## src/core/riosp_pkg.sv

```systemverilog
package riosp_pkg;

    // ------------------------------------------------------------------
    // Register map (byte addresses, one 32-bit word each)
    // ------------------------------------------------------------------
    localparam int ADDR_W = 8;
    localparam logic [7:0] OFS_CTRL = 8'h00;
    localparam logic [7:0] OFS_CMD = 8'h04;
    localparam logic [7:0] OFS_IN_HEALTH_LO = 8'h08;
    localparam logic [7:0] OFS_IN_HEALTH_HI = 8'h0c;
    localparam logic [7:0] OFS_IN_MON_LO = 8'h10;
    localparam logic [7:0] OFS_IN_MON_HI = 8'h14;
    localparam logic [7:0] OFS_TAG_VALUE = 8'h18;
    localparam logic [7:0] OFS_TAG_TYPE = 8'h1c;
    localparam logic [7:0] OFS_TAG_BYTES = 8'h20;
    localparam logic [7:0] OFS_TAG_LEN = 8'h24;
    localparam logic [7:0] OFS_IRQ_STAT = 8'h28;
    localparam logic [7:0] OFS_IRQ_MASK = 8'h2c;

    // ------------------------------------------------------------------
    // Field positions and reset values
    // ------------------------------------------------------------------
    localparam int CTRL_EXT_BIT = 0;
    localparam int CTRL_LEGACY_BIT = 1;
    localparam int CMD_CAPTURE_BIT = 0;
    localparam int IRQ_CAPTURED_BIT = 0;
    localparam int IRQ_FAULT_BIT = 1;
    localparam int IRQ_TAG_BIT = 2;
    localparam int IRQ_W = 3;
    localparam int TEST_LAMP_BIT = 7;
    localparam logic [1:0] CTRL_RST = 2'h0;
    localparam logic [2:0] IRQ_MASK_RST = 3'h0;

    // ------------------------------------------------------------------
    // Terminal counts and image sizes
    // ------------------------------------------------------------------
    localparam int N_IN = 40;
    localparam int N_IN_BASE = 16;
    localparam int N_OUT = 8;
    localparam int N_TEST = 8;

    typedef enum logic [1:0] {
        RIOSP_TAG_BOOL = 2'h0,
        RIOSP_TAG_BYTE = 2'h1,
        RIOSP_TAG_WORD = 2'h2,
        RIOSP_TAG_DWORD = 2'h3
    } riosp_tag_kind_t;

    // Raw indications from the terminal logic, 1 means normal.
    typedef struct packed {
        logic [N_IN-1:0] in_ok;
        logic [N_IN-1:0] in_mon;
        logic [N_OUT-1:0] out_ok;
        logic [N_OUT-1:0] out_mon;
        logic [N_TEST-1:0] test_ok;
        logic [1:0] lamp_ok;
    } riosp_term_t;

    // Byte images as handed to the master.
    typedef struct packed {
        logic [N_IN-1:0] in_health;
        logic [7:0] out_health;
        logic [7:0] test_hi;
        logic [7:0] test_lo;
        logic [N_IN-1:0] in_mon;
        logic [7:0] out_mon;
    } riosp_image_t;

endpackage

```

## src/core/riosp_top.sv

```systemverilog
// Function
// - Input health byte 1: terminals 0-7.
// - Input health byte 2: terminals 8-15.
// - Extended health byte 3: terminals 16-23.
// - Extended health byte 4: terminals 24-31.
// - Extended health byte 5: terminals 32-39.
// - Output health byte: output terminals 0-7.
// - One means normal, zero means error.
// - Test byte 1: tests 0-3, lamp 7.
// - Test byte 2: tests 4-7, lamp 7.
// - Legacy controllers: only first test byte.
// - Input monitor byte 1: terminals 0-7.
// - Input monitor byte 2: terminals 8-15.
// - Extended monitor byte 3: terminals 16-23.
// - Extended monitor byte 4: terminals 24-31.
// - Extended monitor byte 5: terminals 32-39.
// - Output monitor byte: output terminals 0-7.
// - Tags serialised least significant byte first.
// - Bool in bit 0, unused bits zero.
//
// Added by the designer: the address map and the plain strobed port.
module riosp_top
    import riosp_pkg::*;
(
    input wire logic sys_clk,
    input wire logic nrst,
    input wire riosp_term_t term,
    input wire logic cap_req,
    input wire logic [ADDR_W-1:0] reg_addr,
    input wire logic [31:0] reg_wdata,
    input wire logic reg_wr,
    input wire logic reg_rd,
    output logic [31:0] reg_rdata_ff,
    output riosp_image_t image_ff,
    output logic [31:0] tag_bytes_ff,
    output logic [2:0] tag_len_ff,
    output logic irq_ff
);

    // ------------------------------------------------------------------
    // Helpers
    // ------------------------------------------------------------------
    function automatic logic [7:0] pack_test(input logic [3:0] ok,
                                             input logic lamp);
        pack_test = {lamp, 3'h0, ok};
    endfunction

    function automatic logic [31:0] pack_tag(input riosp_tag_kind_t kind,
                                             input logic [31:0] val);
        case (kind)
            RIOSP_TAG_BOOL: pack_tag = {31'h0, val[0]};
            RIOSP_TAG_BYTE: pack_tag = {24'h0, val[7:0]};
            RIOSP_TAG_WORD: pack_tag = {16'h0, val[15:0]};
            RIOSP_TAG_DWORD: pack_tag = val;
            default: pack_tag = 32'h0;
        endcase
    endfunction

    function automatic logic [2:0] tag_len(input riosp_tag_kind_t kind);
        case (kind)
            RIOSP_TAG_WORD: tag_len = 3'h2;
            RIOSP_TAG_DWORD: tag_len = 3'h4;
            default: tag_len = 3'h1;
        endcase
    endfunction

    function automatic logic [31:0] health_or_mon(input riosp_image_t im);
        health_or_mon = {im.out_health, im.in_health[39:16]};
    endfunction

    // ------------------------------------------------------------------
    // Control registers
    // ------------------------------------------------------------------
    logic [1:0] ctrl_ff;
    logic [2:0] irq_stat_ff;
    logic [2:0] irq_mask_ff;
    logic [31:0] tag_value_ff;
    logic wr_ctrl;
    logic wr_cmd;
    logic wr_tag_type;
    logic capture;
    logic tag_go;
    logic ext_en;
    logic legacy;

    assign wr_ctrl = reg_wr && reg_addr == OFS_CTRL;
    assign wr_cmd = reg_wr && reg_addr == OFS_CMD;
    assign wr_tag_type = reg_wr && reg_addr == OFS_TAG_TYPE;
    assign capture = cap_req || (wr_cmd && reg_wdata[CMD_CAPTURE_BIT]);
    assign tag_go = wr_tag_type;
    assign ext_en = ctrl_ff[CTRL_EXT_BIT];
    assign legacy = ctrl_ff[CTRL_LEGACY_BIT];

    always_ff @(posedge sys_clk or negedge nrst) begin
        if (!nrst) begin
            ctrl_ff <= CTRL_RST;
        end else if (wr_ctrl) begin
            ctrl_ff <= reg_wdata[1:0];
        end
    end

    always_ff @(posedge sys_clk or negedge nrst) begin
        if (!nrst) begin
            tag_value_ff <= 32'h0;
        end else if (reg_wr && reg_addr == OFS_TAG_VALUE) begin
            tag_value_ff <= reg_wdata;
        end
    end

    // ------------------------------------------------------------------
    // Status image capture
    // ------------------------------------------------------------------
    // All bytes load from one combinational image in a single edge, so
    // the master never sees a frame that mixes two samples.
    riosp_image_t nxt_image;
    logic fault_new;

    always_comb begin
        nxt_image = '0;
        nxt_image.in_health[15:0] = term.in_ok[15:0];
        nxt_image.in_mon[15:0] = term.in_mon[15:0];
        if (ext_en) begin
            nxt_image.in_health[39:16] = term.in_ok[39:16];
            nxt_image.in_mon[39:16] = term.in_mon[39:16];
        end
        nxt_image.out_health = term.out_ok;
        nxt_image.out_mon = term.out_mon;
        nxt_image.test_lo = pack_test(term.test_ok[3:0],
                                      term.lamp_ok[0]);
        if (!legacy) begin
            nxt_image.test_hi = pack_test(term.test_ok[7:4],
                                          term.lamp_ok[1]);
        end
    end

    // A fault event is a terminal that was normal and now shows an error.
    assign fault_new = capture &&
        (|(health_or_mon(image_ff) & ~health_or_mon(nxt_image)) ||
         |(image_ff.in_health[15:0] & ~nxt_image.in_health[15:0]));

    always_ff @(posedge sys_clk or negedge nrst) begin
        if (!nrst) begin
            image_ff <= '0;
        end else if (capture) begin
            image_ff <= nxt_image;
        end
    end

    // ------------------------------------------------------------------
    // Tag serialiser
    // ------------------------------------------------------------------
    always_ff @(posedge sys_clk or negedge nrst) begin
        if (!nrst) begin
            tag_bytes_ff <= 32'h0;
            tag_len_ff <= 3'h0;
        end else if (tag_go) begin
            tag_bytes_ff <= pack_tag(riosp_tag_kind_t'(reg_wdata[1:0]),
                                     tag_value_ff);
            tag_len_ff <= tag_len(riosp_tag_kind_t'(reg_wdata[1:0]));
        end
    end

    // ------------------------------------------------------------------
    // Interrupts
    // ------------------------------------------------------------------
    logic [2:0] irq_set;
    logic [2:0] irq_clr;

    always_comb begin
        irq_set = '0;
        irq_set[IRQ_CAPTURED_BIT] = capture;
        irq_set[IRQ_FAULT_BIT] = fault_new;
        irq_set[IRQ_TAG_BIT] = tag_go;
        irq_clr = '0;
        if (reg_wr && reg_addr == OFS_IRQ_STAT) begin
            irq_clr = reg_wdata[IRQ_W-1:0];
        end
    end

    // A set in the same cycle as its clear wins, so no event is lost.
    always_ff @(posedge sys_clk or negedge nrst) begin
        if (!nrst) begin
            irq_stat_ff <= '0;
        end else begin
            irq_stat_ff <= (irq_stat_ff & ~irq_clr) | irq_set;
        end
    end

    always_ff @(posedge sys_clk or negedge nrst) begin
        if (!nrst) begin
            irq_mask_ff <= IRQ_MASK_RST;
        end else if (reg_wr && reg_addr == OFS_IRQ_MASK) begin
            irq_mask_ff <= reg_wdata[IRQ_W-1:0];
        end
    end

    always_ff @(posedge sys_clk or negedge nrst) begin
        if (!nrst) begin
            irq_ff <= 1'b0;
        end else begin
            irq_ff <= |(((irq_stat_ff & ~irq_clr) | irq_set) & irq_mask_ff);
        end
    end

    // ------------------------------------------------------------------
    // Register read port
    // ------------------------------------------------------------------
    logic [31:0] nxt_rdata;

    always_comb begin
        case (reg_addr)
            OFS_CTRL: nxt_rdata = {30'h0, ctrl_ff};
            OFS_IN_HEALTH_LO: nxt_rdata = image_ff.in_health[31:0];
            OFS_IN_HEALTH_HI: nxt_rdata = {image_ff.test_hi,
                image_ff.test_lo, image_ff.out_health,
                image_ff.in_health[39:32]};
            OFS_IN_MON_LO: nxt_rdata = image_ff.in_mon[31:0];
            OFS_IN_MON_HI: nxt_rdata = {16'h0, image_ff.out_mon,
                image_ff.in_mon[39:32]};
            OFS_TAG_VALUE: nxt_rdata = tag_value_ff;
            OFS_TAG_BYTES: nxt_rdata = tag_bytes_ff;
            OFS_TAG_LEN: nxt_rdata = {29'h0, tag_len_ff};
            OFS_IRQ_STAT: nxt_rdata = {29'h0, irq_stat_ff};
            OFS_IRQ_MASK: nxt_rdata = {29'h0, irq_mask_ff};
            default: nxt_rdata = 32'h0;
        endcase
    end

    // Read data stands for exactly the cycle after the strobe.
    always_ff @(posedge sys_clk or negedge nrst) begin
        if (!nrst) begin
            reg_rdata_ff <= 32'h0;
        end else if (reg_rd) begin
            reg_rdata_ff <= nxt_rdata;
        end else begin
            reg_rdata_ff <= 32'h0;
        end
    end
endmodule

```

## config.mk

```make
export PLATFORM = sky130hd
export DESIGN_NAME = riosp_top
export DESIGN_NICKNAME = d
export VERILOG_FILES = /design/src/core/riosp_pkg.sv /design/src/core/riosp_top.sv
export SDC_FILE = /design/constraint.sdc
export NUM_CORES = 1
export LEC_CHECK = 0
export BUFFER_PORTS_ARGS = -buffer_cell sky130_fd_sc_hd__buf_2
export CAP_MARGIN = 20
export CORE_MARGIN = 3
export CORE_UTILIZATION = 55
export CTS_BUF_LIST = sky130_fd_sc_hd__clkbuf_2
export DETAILED_ROUTE_END_ITERATION = 16
export PLACE_DENSITY = 0.93
export SYNTH_ARGS = -nofsm -noshare
export SYNTH_HDL_FRONTEND = slang
export SYNTH_SLANG_ARGS = --single-unit
```

## constraint.sdc

```tcl
create_clock -name sys_clk -period 4.5 [get_ports sys_clk]
set_clock_uncertainty 0.15 [all_clocks]
set_input_delay 1.125 -clock sys_clk [delete_from_list [all_inputs] [get_ports sys_clk]]
set_output_delay 1.125 -clock sys_clk [all_outputs]
set_load 0.005 [all_outputs]
```

* Yosys cells after proc, flatten, opt, wreduce, memory -nomap -nowiden *
Index checks and enable logic that the tools add are counted.

cells by class
  eq/ne operators = 14
  multiplexer cells = 8
  bitwise gates (word level) = 8
  reduce and logical (&&, ||, !) cells = 15

operator list
  operator                                              number
  case mux 32 bit (10 select lines)                     1
  case mux 32 bit (4 select lines)                      1
  two-way mux 24 bit                                    2
  bitwise AND 32 bit                                    1
  equality test 8 x 5 -> 1 bit (second input constant)  4
  equality test 8 x 6 -> 1 bit (second input constant)  4
  two-way mux 32 bit                                    1
  NOT 32 bit                                            1
  OR reduction 32 bit                                   1
  bitwise AND 16 bit                                    1
  equality test 8 x 4 -> 1 bit (second input constant)  2
  NOT 16 bit                                            1
  OR reduction 16 bit                                   1
  equality test 8 x 3 -> 1 bit (second input constant)  1
  logical AND 1 bit                                     8
  zero test 8 bit                                       1
  two-way mux 8 bit                                     1
  bitwise AND 3 bit                                     2
  case mux 3 bit (2 select lines)                       1
  equality test 2 bit (second input constant)           2
  two-way mux 3 bit                                     1
  NOT 3 bit                                             1
  OR 3 bit                                              1
  OR reduction 3 bit                                    1
  3 further kinds                                       4

storage, ports and cells
  register bits = 217
  bits of input ports = 151
  output and inout bits = 180

* Longest topological paths before layout *
Gate-level depths: netlist (run 1).

  depth after elaboration = 9
  depth in mapped cells = 9
  gate-level depth less buffers = 6

* Worst setup path before layout (run 1) *
No wires, ideal clock.

  kind = input port to flip-flop
  from = in reg_addr[5]
  to = reg tag_value_ff[0]
  setup time = 125 ps
  arrival = 2402 ps
  path slack = 1823 ps
  stages on the path = 7
  path buffers = 2
  path through = nor3_4 -> and2_2 -> buf_4 -> nand2_2 -> nor2_4 -> buf_6 -> mux2_2

between the ends
  cells in the longest elaborated chain, start to end = 2

ends and longest elaborated chain
  what                          RTL line          source
  start: declaration            riosp_top.sv:29   input wire logic [ADDR_W-1:0] reg_addr,
  equality test 8 x 5 -> 1 bit  riosp_top.sv:105  end else if (reg_wr && reg_addr == OFS_TAG_VALUE) begin
  logical AND 1 bit             riosp_top.sv:105
  end signal: assignment        riosp_top.sv:106  tag_value_ff <= reg_wdata;
  end: declaration              riosp_top.sv:77   logic [31:0] tag_value_ff;

No other way between the ends.
A chain may end at the register's enable or synchronous reset.

* Worst setup path after layout (run 1) *
  from = reg image_ff[105] in the netlist's numbering
  to = out image_ff[105] in the netlist's numbering

RTL lines
  what                      RTL line          source
  start: declaration        riosp_top.sv:34   output riosp_image_t image_ff,
  start signal: assignment  riosp_top.sv:145  image_ff <= nxt_image;

No word-level cell between the ends.

==> flow_metrics.env, run 1 <==
export IMPL_drtAntennaViolNets=0
export IMPL_wl_per_cell_um=22.62
export IMPL_design_area_um2=12000
export IMPL_routed_wl_um=33180
export IMPL_arrival_ns=1.50
export IMPL_dieArea_um2=19370
export IMPL_crit_path_max_fanout=5
export IMPL_hold_path_class="in -> async"
export IMPL_cts_resized=0
export IMPL_overflow=0
export IMPL_path_class="reg -> out"
export IMPL_core_um2=17360
export IMPL_synth_edf_count=0
export IMPL_finalSetupTns_ns=0
export IMPL_maxCapViolations=0
export IMPL_critPathBufInv=1
export IMPL_cts_setup_buffers=0
export IMPL_finalWeightedCongestion=0.9296
export IMPL_async_flop_share_pct=100.0
export IMPL_ys_seq_area_share_pct=54.89
export IMPL_clk_pin_slew_ns=0.12
export IMPL_timing_rr_end="irq_ff"
export IMPL_synth_seq_cells=214
export IMPL_viasPerCell=5.913
export IMPL_die_h_um=139.2
export IMPL_fin_crit_sh_pct=61.66
export IMPL_insertion_delay_ns=0.82
export IMPL_synth_warnings=0
export IMPL_end_kind="output port"
export IMPL_grt_pass1_wl_um=50480
export IMPL_cts_sinks=214
export IMPL_first_pass_iters=8
export IMPL_tritoncts="yes"
export IMPL_cts_root_buf="clkbuf_2"
export IMPL_synthFlopType="dfrtp_1"
export IMPL_drtIter0Drc=851
export IMPL_dp_hpwl_um=23990
export IMPL_place_inst=1372
export IMPL_cts_hold_buffers=0
export IMPL_start_util_pct=56.21
export IMPL_crit_path_max_incr_delay_ns=0.53
export IMPL_pin_count=331
export IMPL_grtUsageTotal_pct=33.69
export IMPL_max_freq_mhz=360.4
export IMPL_cp_top_family="flip-flops"
export IMPL_n_fill_cell=1276
export IMPL_final_cell_mix="buf_2, dfrtp_1, nand2_1, clkbuf_2, mux2_4"
export IMPL_rows=48
export IMPL_pwr_density_cell_nw_per_um2=314.9
export IMPL_crit_slowest_cell="dfrtp_1"
export IMPL_grt_max_degree=121
export IMPL_relSlewSlack_pct=30.23
export IMPL_path_cells="buf_2"
export IMPL_synth_area_per_cell_um2=11.33
export IMPL_p_leak_nw=6.055
export IMPL_rsz0062_at_grt="no"
export IMPL_worstMarginPinSlew_ns=1.047
export IMPL_antenna_found_initial=4
export IMPL_final_common_cell="buf_2"
export IMPL_vias=8675
export IMPL_status="completed"
export IMPL_vdd_drop_max_mv=0.2092
export IMPL_slew_viol_final=0
export IMPL_r2r_cells=6
export IMPL_place_area_um2=11530
export IMPL_final_layout_size_suffix_gt1_share_pct=43.05
export IMPL_final_cell_count_no_fill=1467
export IMPL_nNetsFinal=1354
export IMPL_cts_buffer_depth=3
export IMPL_drc=0
export IMPL_setup_viol=0
export IMPL_cts_htree_levels=2
export IMPL_critPathRequiredTime_ns=3.22
export IMPL_startpoint_type="flop"
export IMPL_port_buffers=324
export IMPL_hold_viol=0
export IMPL_rrSetupSlack_ns=1.97
export IMPL_ys_types=58
export IMPL_syn_inst=861
export IMPL_die_x_um=139.2
export IMPL_cts_inserted_buffers=53
export IMPL_first_global_vias=8744
export IMPL_synth_area_um2=9757
export IMPL_r2r_start="image_ff[100]"
export IMPL_syn_to_final_growth_pct=23.03
export IMPL_period_minus_slack_ns=2.775
export IMPL_hold_slack_ns=0.2489
[cell usage after synthesis, drive strengths merged, types with 12 or more instances]
cell type | n | area [µm²]
nor2 | 18 | 85.08
a21oi | 38 | 190.2
a22oi | 36 | 270.3
nand2 | 161 | 606.8
a22o | 17 | 148.9
inv | 17 | 63.81
a222oi | 21 | 210.2
nor2b | 35 | 226.5
o21ai | 86 | 430.4
clkbuf | 21 | 78.83
mux2 | 83 | 1107
a2111oi | 12 | 162.7
dfrtp | 214 | 5355
buf | 40 | 285.3
[where the power goes]
part           total, mW  switching [mW]  internal (mW)
clock               1.22           0.776          0.444
combinational      0.447           0.225          0.222
sequential          2.11           0.109           2.00
total               3.78            1.11           2.67
[cell type report]
class,instances,area (µm²),area share (%)
diodes,4,10.01,0.08339
clock buffers,75,375.4,3.127
clock inverters,15,58.81,0.4899
inverters,17,63.81,0.5316
multi-input cells,574,4026,33.54
flip-flops and latches,214,5356,44.62
well taps,225,281.5,2.345
repair buffers,343,1832,15.26
[worst reg2reg max path, cell delays in order (launching register included)]
cell	delay (ns)
dfrtp_1	0.49
nor2b_1	0.19
a2111oi_0	0.68
nand4_1	0.20
nor4_1	0.29
o21ai_1	0.11
a221o_1	0.36
[routing by layer]
metal / wire, µm / vias up / track usage [%]
met5: 13 / - / 0
li1: - / 3798 / -
met3: 3219 / 117 / 8.793
met4: 1536 / 2 / 15.96
met2: 15640 / 604 / 53.62
met1: 12770 / 4154 / 43.45
[state kept, by name (all words and copies together), names as in the netlist, 2 cells and up]
register and count:
tag_bytes_ff 32, ctrl_ff 2, image_ff 106, reg_rdata_ff 32, tag_value_ff 32, irq_stat_ff 3
tag_len_ff 3, irq_mask_ff 3
[through the flow]
stage | util, % | power [mW] | setup WS (ns)
after floorplan | - | 2.325 | 1.823
after global placement | 66.44 | 2.580 | 1.181
after detailed placement | 66.44 | 2.594 | 1.132
after CTS | 68.94 | 3.790 | 1.667
after global routing | 69.15 | 3.950 | 1.621
final | 69.16 | 3.780 | 1.725
[worst max-delay path by stage]
stage / startpoint / to / slack, ns / cells after the start
2_1_floorplan: reg_addr[5] / tag_value_ff[0] / 1.82 / 7
3_3_place_gp: reg_addr[5] / tag_value_ff[27] / 1.18 / 7
3_5_place_dp: reg_addr[5] / tag_value_ff[22] / 1.13 / 7
4_1_cts: image_ff[105] / image_ff[105] / 1.67 / 1
5_1_grt: image_ff[105] / image_ff[105] / 1.62 / 1
6_report: image_ff[105] / image_ff[105] / 1.73 / 1
[logic make-up (layout without fill, tap and decap cells)]
logic type	Yosys count	count (layout)	share of synthesized area (%)
compound gates	227	227	16.06
buf+inv	78	450	4.386
flops	214	214	54.89
mux	90	90	12.20
other cells	1	10	0.03843
simple gates	251	251	12.44
Note: power is estimated with default switching activity, not from simulation.
==> run 2: changes to the inputs <==
--- a/config.mk
+++ b/config.mk
@@ -8,10 +8,10 @@
 export BUFFER_PORTS_ARGS = -buffer_cell sky130_fd_sc_hd__buf_2
 export CAP_MARGIN = 20
 export CORE_MARGIN = 3
-export CORE_UTILIZATION = 55
+export CORE_UTILIZATION = 47
 export CTS_BUF_LIST = sky130_fd_sc_hd__clkbuf_2
 export DETAILED_ROUTE_END_ITERATION = 16
-export PLACE_DENSITY = 0.93
+export PLACE_DENSITY = 0.85
 export SYNTH_ARGS = -nofsm -noshare
 export SYNTH_HDL_FRONTEND = slang
 export SYNTH_SLANG_ARGS = --single-unit
==> constraint.sdc (replaced) <==
create_clock -name sys_clk -period 2.4 [get_ports sys_clk]
set_clock_uncertainty 0.15 [all_clocks]
set_input_delay 0.6 -clock sys_clk [delete_from_list [all_inputs] [get_ports sys_clk]]
set_output_delay 0.6 -clock sys_clk [all_outputs]
set_load 0.005 [all_outputs]
==> flow_metrics.env, run 2 (synthesis results as in run 1) <==
export IMPL_status="completed"
export IMPL_cts_sinks=214
export IMPL_die_x_um=150.1
export IMPL_largest_register_ff_count=106
export IMPL_crit_path_max_fanout=4
export IMPL_p_leak_nw=6.994
export IMPL_pwr_share_seq_pct=52.5
export IMPL_wl_met3_um=3941
export IMPL_clk_pin_slew_ns=0.12
export IMPL_core_um2=20300
export IMPL_start_util_pct=48.06
export IMPL_pin_count=331
export IMPL_met2_length_um=19300
export IMPL_power_frac_clock_pct=31.5
export IMPL_cts_inserted_buffers=55
export IMPL_top_layer="met4"
export IMPL_critPathRequiredTime_ns=1.65
export IMPL_hold_viol=0
export IMPL_cts_root_buf="clkbuf_2"
export IMPL_antenna_found_initial=1
export IMPL_finalWeightedCongestion=0.9518
export IMPL_arrival_ns=1.59
export IMPL_vias=9981
export IMPL_final_cell_mix="buf_2, dfrtp_1, nand2_1, dlygate4sd3_1, clkbuf_2"
export IMPL_rows=52
export IMPL_hold_path_class="in -> reg"
export IMPL_max_freq_mhz=426.7
export IMPL_grtUsageTotal_pct=34.67
export IMPL_p_switching_mw=2.266
export IMPL_insertion_delay_ns=0.85
export IMPL_syn_to_final_growth_pct=44.54
export IMPL_setup_viol=0
export IMPL_pwr_density_cell_nw_per_um2=531.4
export IMPL_period_minus_slack_ns=2.344
export IMPL_dieArea_um2=22520
export IMPL_overflow=0
export IMPL_design_area_um2=14100
export IMPL_vdd_drop_max_mv=0.3124
export IMPL_fin_crit_sh_pct=97.65
export IMPL_dp_hpwl_um=25630
export IMPL_maxCapViolations=0
export IMPL_pwr_share_comb_pct=16.0
export IMPL_drtAntennaViolNets=0
export IMPL_sw_frac_of_total_pct=30.24
export IMPL_n_fill_cell=1394
export IMPL_first_global_vias=10384
export IMPL_viasPerCell=5.830
export IMPL_fin_ws_ns=0.05632
export IMPL_end_kind="output port"
export IMPL_hold_slack_ns=0.06196
export IMPL_grt_pass1_wl_um=59260
export IMPL_grt_max_degree=55
export IMPL_first_pass_iters=9
export IMPL_wl_per_cell_um=23.42
export IMPL_drtIter0Drc=1031
export IMPL_routed_wl_um=40100
export IMPL_port_buffers=324
export IMPL_slew_viol_final=0
export IMPL_intPower_mw=5.227
export IMPL_final_layout_size_suffix_gt1_share_pct=41.57
export IMPL_path_class="reg -> out"
export IMPL_die_h_um=150.1
export IMPL_worstMarginPinSlew_ns=0.6539
export IMPL_cts_htree_levels=2
export IMPL_regMostFlops="image_ff"
export IMPL_drc=0
export IMPL_nNetsFinal=1559
export IMPL_cts_buffer_depth=3
export IMPL_startpoint_type="flop"
export IMPL_final_common_cell="buf_2"
export IMPL_post_place_ws_ns=-0.2372
export IMPL_post_route_util_pct=69.47
export IMPL_relSlewSlack_pct=56.40
export IMPL_place_area_um2=12180
export IMPL_met1_length_um=14670
export IMPL_tritoncts="yes"
## run 2: layout make-up
class	instances	area, µm²	share of cell area (%)
sequential	214	5358	37.99
clock inverter	15	56.30	0.3993
multi-input combinational	574	4073	28.88
antenna	1	2.502	0.01774
tap	270	337.8	2.396
inverter	17	63.81	0.4525
clock buffer	75	375.4	2.662
timing repair buffer	546	3836	27.20
## run 2: per-stage QoR
step	cells	setup TNS, ns	total power [mW]
6_report	1712	0	7.493
2_1_floorplan	866	0	4.359
3_5_place_dp	1476	-0.4307	4.940
4_1_cts	1706	0	7.403
5_1_grt	1712	-0.01322	7.793
3_3_place_gp	1476	-0.1752	4.911
## run 2: per-layer routing
layer	track usage [%]	vias to the layer above
met5	0	-
met4	17.70	0
met3	7.723	200
met2	57.33	805
met1	42.77	4776
li1	-	4200
## run 2: power by group through the flow
stage               Combinational [mW]  Sequential [mW]  Clock, mW
finish                            1.20             3.94       2.36
global route                      1.28             3.95       2.56
CTS                               1.13             3.93       2.35
detailed placement               0.946             3.99          0
global placement                 0.924             3.99          0
floorplan                        0.404             3.96          0
## run 2: critical path, cell delays in order, from the launching register on
cell and delay (ns):
dfrtp_1 0.44, buf_4 0.18, buf_2 0.12
## run 2: final timing paths
kind	slack (ns)	startpoint	depth (start not counted)	to
max in group asynchronous	1.29	nrst	3	image_ff[101]
setup reg to reg	0.06	image_ff[69]	7	irq_ff
hold / removal	0.06	reg_rd	4	reg_rdata_ff[4]
setup / recovery	0.06	image_ff[109]	2	image_ff[109]
min in group asynchronous	0.15	nrst	2	image_ff[87]
hold reg to reg	0.37	tag_value_ff[28]	1	tag_bytes_ff[28]
## run 2: timing repair
action / CTS / global route
hold buffers: 140 / 0
hold endpoints to repair: 364 / 0
setup buffers: 0 / 5
resized for setup: 0 / 12
endpoints found under the setup margin: 0 / 1
==> run 3: changes to the inputs <==
--- a/config.mk
+++ b/config.mk
@@ -5,6 +5,7 @@
 export SDC_FILE = /design/constraint.sdc
 export NUM_CORES = 1
 export LEC_CHECK = 0
+export ABC_AREA = 1
 export BUFFER_PORTS_ARGS = -buffer_cell sky130_fd_sc_hd__buf_2
 export CAP_MARGIN = 20
 export CORE_MARGIN = 3
==> flow_metrics.env, run 3 <==
export IMPL_grtUsageTotal_pct=33.14
export IMPL_synth_area_um2=9721
export IMPL_relSlewSlack_pct=66.28
export IMPL_cts_sinks=214
export IMPL_cts_inserted_buffers=54
export IMPL_dp_hpwl_um=24760
export IMPL_max_freq_mhz=452.4
export IMPL_core_um2=19910
export IMPL_dieArea_um2=22440
export IMPL_pwr_density_cell_nw_per_um2=549.1
export IMPL_crit_path_max_incr_delay_ns=0.43
export IMPL_first_global_vias=10787
export IMPL_tritoncts="yes"
export IMPL_period_minus_slack_ns=2.210
export IMPL_die_x_um=149.8
export IMPL_p_switching_mw=2.236
export IMPL_wl_per_cell_um=19.22
export IMPL_ys_seq_area_share_pct=55.09
export IMPL_first_pass_iters=8
export IMPL_end_kind="output port"
export IMPL_maxCapViolations=0
export IMPL_rsz0062_at_grt="no"
export IMPL_start_util_pct=48.82
export IMPL_rrSetupSlack_ns=0.42
export IMPL_crit_slowest_cell="dfrtp_1"
export IMPL_pwr_share_comb_pct=14.9
export IMPL_cts_resized=0
export IMPL_hold_viol=0
export IMPL_overflow=0
export IMPL_yosys_cell_count_top_type="nand2_1"
export IMPL_status="completed"
export IMPL_hold_path_class="in -> async"
export IMPL_routed_wl_um=38130
export IMPL_nNetsFinal=1836
export IMPL_synth_edf_count=0
export IMPL_port_buffers=324
export IMPL_final_common_cell="nand2_1"
export IMPL_cts_buffer_depth=3
export IMPL_final_cell_mix="nand2_1, buf_2, dfrtp_1, dlygate4sd3_1, inv_1"
export IMPL_synth_largest_area_cell="dfrtp_1"
export IMPL_path_class="reg -> out"
export IMPL_insertion_delay_ns=0.87
export IMPL_sw_frac_of_total_pct=29.79
export IMPL_place_inst=1751
export IMPL_intPower_mw=5.271
export IMPL_fin_crit_sh_pct=92.10
export IMPL_p_leak_nw=7.317
export IMPL_grt_max_degree=95
export IMPL_synth_seq_cells=214
export IMPL_ys_types=28
export IMPL_drc=0
export IMPL_drtIter0Drc=978
export IMPL_rows=51
export IMPL_synth_warnings=0
export IMPL_power_frac_clock_pct=32.5
export IMPL_regMostFlops="image_ff"
export IMPL_cp_top_family="flip-flops"
export IMPL_viasPerCell=5.337
export IMPL_die_h_um=149.8
export IMPL_finalSetupTns_ns=0
export IMPL_vias=10588
export IMPL_startpoint_type="flop"
export IMPL_arrival_ns=1.46
export IMPL_largest_register_ff_count=106
export IMPL_worstMarginPinSlew_ns=0.5059
export IMPL_cts_htree_levels=2
export IMPL_syn_inst=1177
export IMPL_final_cell_count_no_fill=1984
export IMPL_critPathRequiredTime_ns=1.65
export IMPL_final_layout_size_suffix_gt1_share_pct=27.77
export IMPL_async_flop_share_pct=100.0
export IMPL_critPathBufInv=1
export IMPL_clk_pin_slew_ns=0.14
export IMPL_cts_root_buf="clkbuf_2"
export IMPL_drtAntennaViolNets=0
export IMPL_pin_count=331
export IMPL_synth_area_per_cell_um2=8.259
export IMPL_crit_path_max_fanout=2
export IMPL_grt_pass1_wl_um=57260
export IMPL_synth_top_area_share_pct=55.09
export IMPL_synthFlopType="dfrtp_1"
export IMPL_slew_viol_final=0
export IMPL_netlist_top_cells_area="dfrtp_1, nand2_1, o21ai_0, inv_1, o21ai_1"
export IMPL_finalWeightedCongestion=0.9615
export IMPL_pwr_share_seq_pct=52.6
export IMPL_syn_to_final_growth_pct=40.65
export IMPL_path_cells="buf_2"
export IMPL_vdd_drop_max_mv=0.2918
export IMPL_antenna_found_initial=3
export IMPL_setup_viol=0
export IMPL_synthTopCellsByCount="nand2_1, dfrtp_1, inv_1"
## run 3: worst paths after layout
kind | cells after the start | startpoint | end
min in group sys_clk | 6 | reg_addr[3] | irq_stat_ff[2]
worst max-delay path | 1 | image_ff[13] | image_ff[13]
worst min-delay path | 2 | nrst | reg_rdata_ff[25]
worst min register to register | 2 | tag_value_ff[27] | tag_bytes_ff[27]
worst max register to register | 11 | ctrl_ff[0] | irq_ff
max in group asynchronous | 3 | nrst | image_ff[58]
## run 3: power groups by stage
| stage | Clock (mW) | Combinational, mW | Sequential [mW] |
|---|---|---|---|
| 6_report | 2.44 | 1.12 | 3.95 |
| 5_1_grt | 2.65 | 1.22 | 3.97 |
| 4_1_cts | 2.44 | 1.08 | 3.94 |
| 3_5_place_dp | 0 | 0.896 | 4.01 |
| 3_3_place_gp | 0 | 0.878 | 4.00 |
| 2_1_floorplan | 0 | 0.383 | 4.00 |
## run 3: per-layer routing
metal | part of all wire [%] | global-route usage (%) | up-vias | wire length (µm)
li1 | - | - | 4783 | -
met1 | 38 | 40.74 | 4925 | 14410
met2 | 46 | 53.10 | 699 | 17700
met3 | 9.5 | 8.147 | 181 | 3631
met4 | 6.2 | 19.67 | 0 | 2383
met5 | 0 | 0 | - | 0
## run 3: cell type report
cell class	count	area, µm²
diodes	5	12.51
clock buffers	79	395.4
clock inverters	6	50.05
fillers	1506	6237
inverters	150	568.0
multi-input cells	759	3427
flip-flops and latches	214	5356
well taps	265	331.6
repair buffers	506	3531
## run 3: cells by family after synthesis
group           count (synthesis)  share of synthesized area [%]
flops                         214                          55.09
compound gates                254                          13.89
other cells                     1                        0.03858
buf+inv                       209                          9.847
mux                             1                         0.1158
simple gates                  498                          21.02
## run 3: what timing repair did
action                     CTS  global route
hold buffers               143             0
hold endpoints to repair   359             0
setup buffers                0             0
setup endpoints to repair    0             0
## run 3: metrics by stage
stage / instance area, µm² / setup slack [ns] / total power, mW / hold WS [ns] / utilization (%)
5_1_grt: 13670 / 0.1437 / 7.845 / 0.06289 / 68.65
2_1_floorplan: 9739 / 0.5411 / 4.378 / 0.1544 / -
6_report: 13670 / 0.1897 / 7.507 / 0.06785 / 68.67
3_5_place_dp: 11780 / 0.1565 / 4.906 / 0.3329 / 59.18
3_3_place_gp: 11780 / 0.1481 / 4.881 / 0.3189 / 59.18
4_1_cts: 13660 / 0.1568 / 7.459 / 0.08593 / 68.61
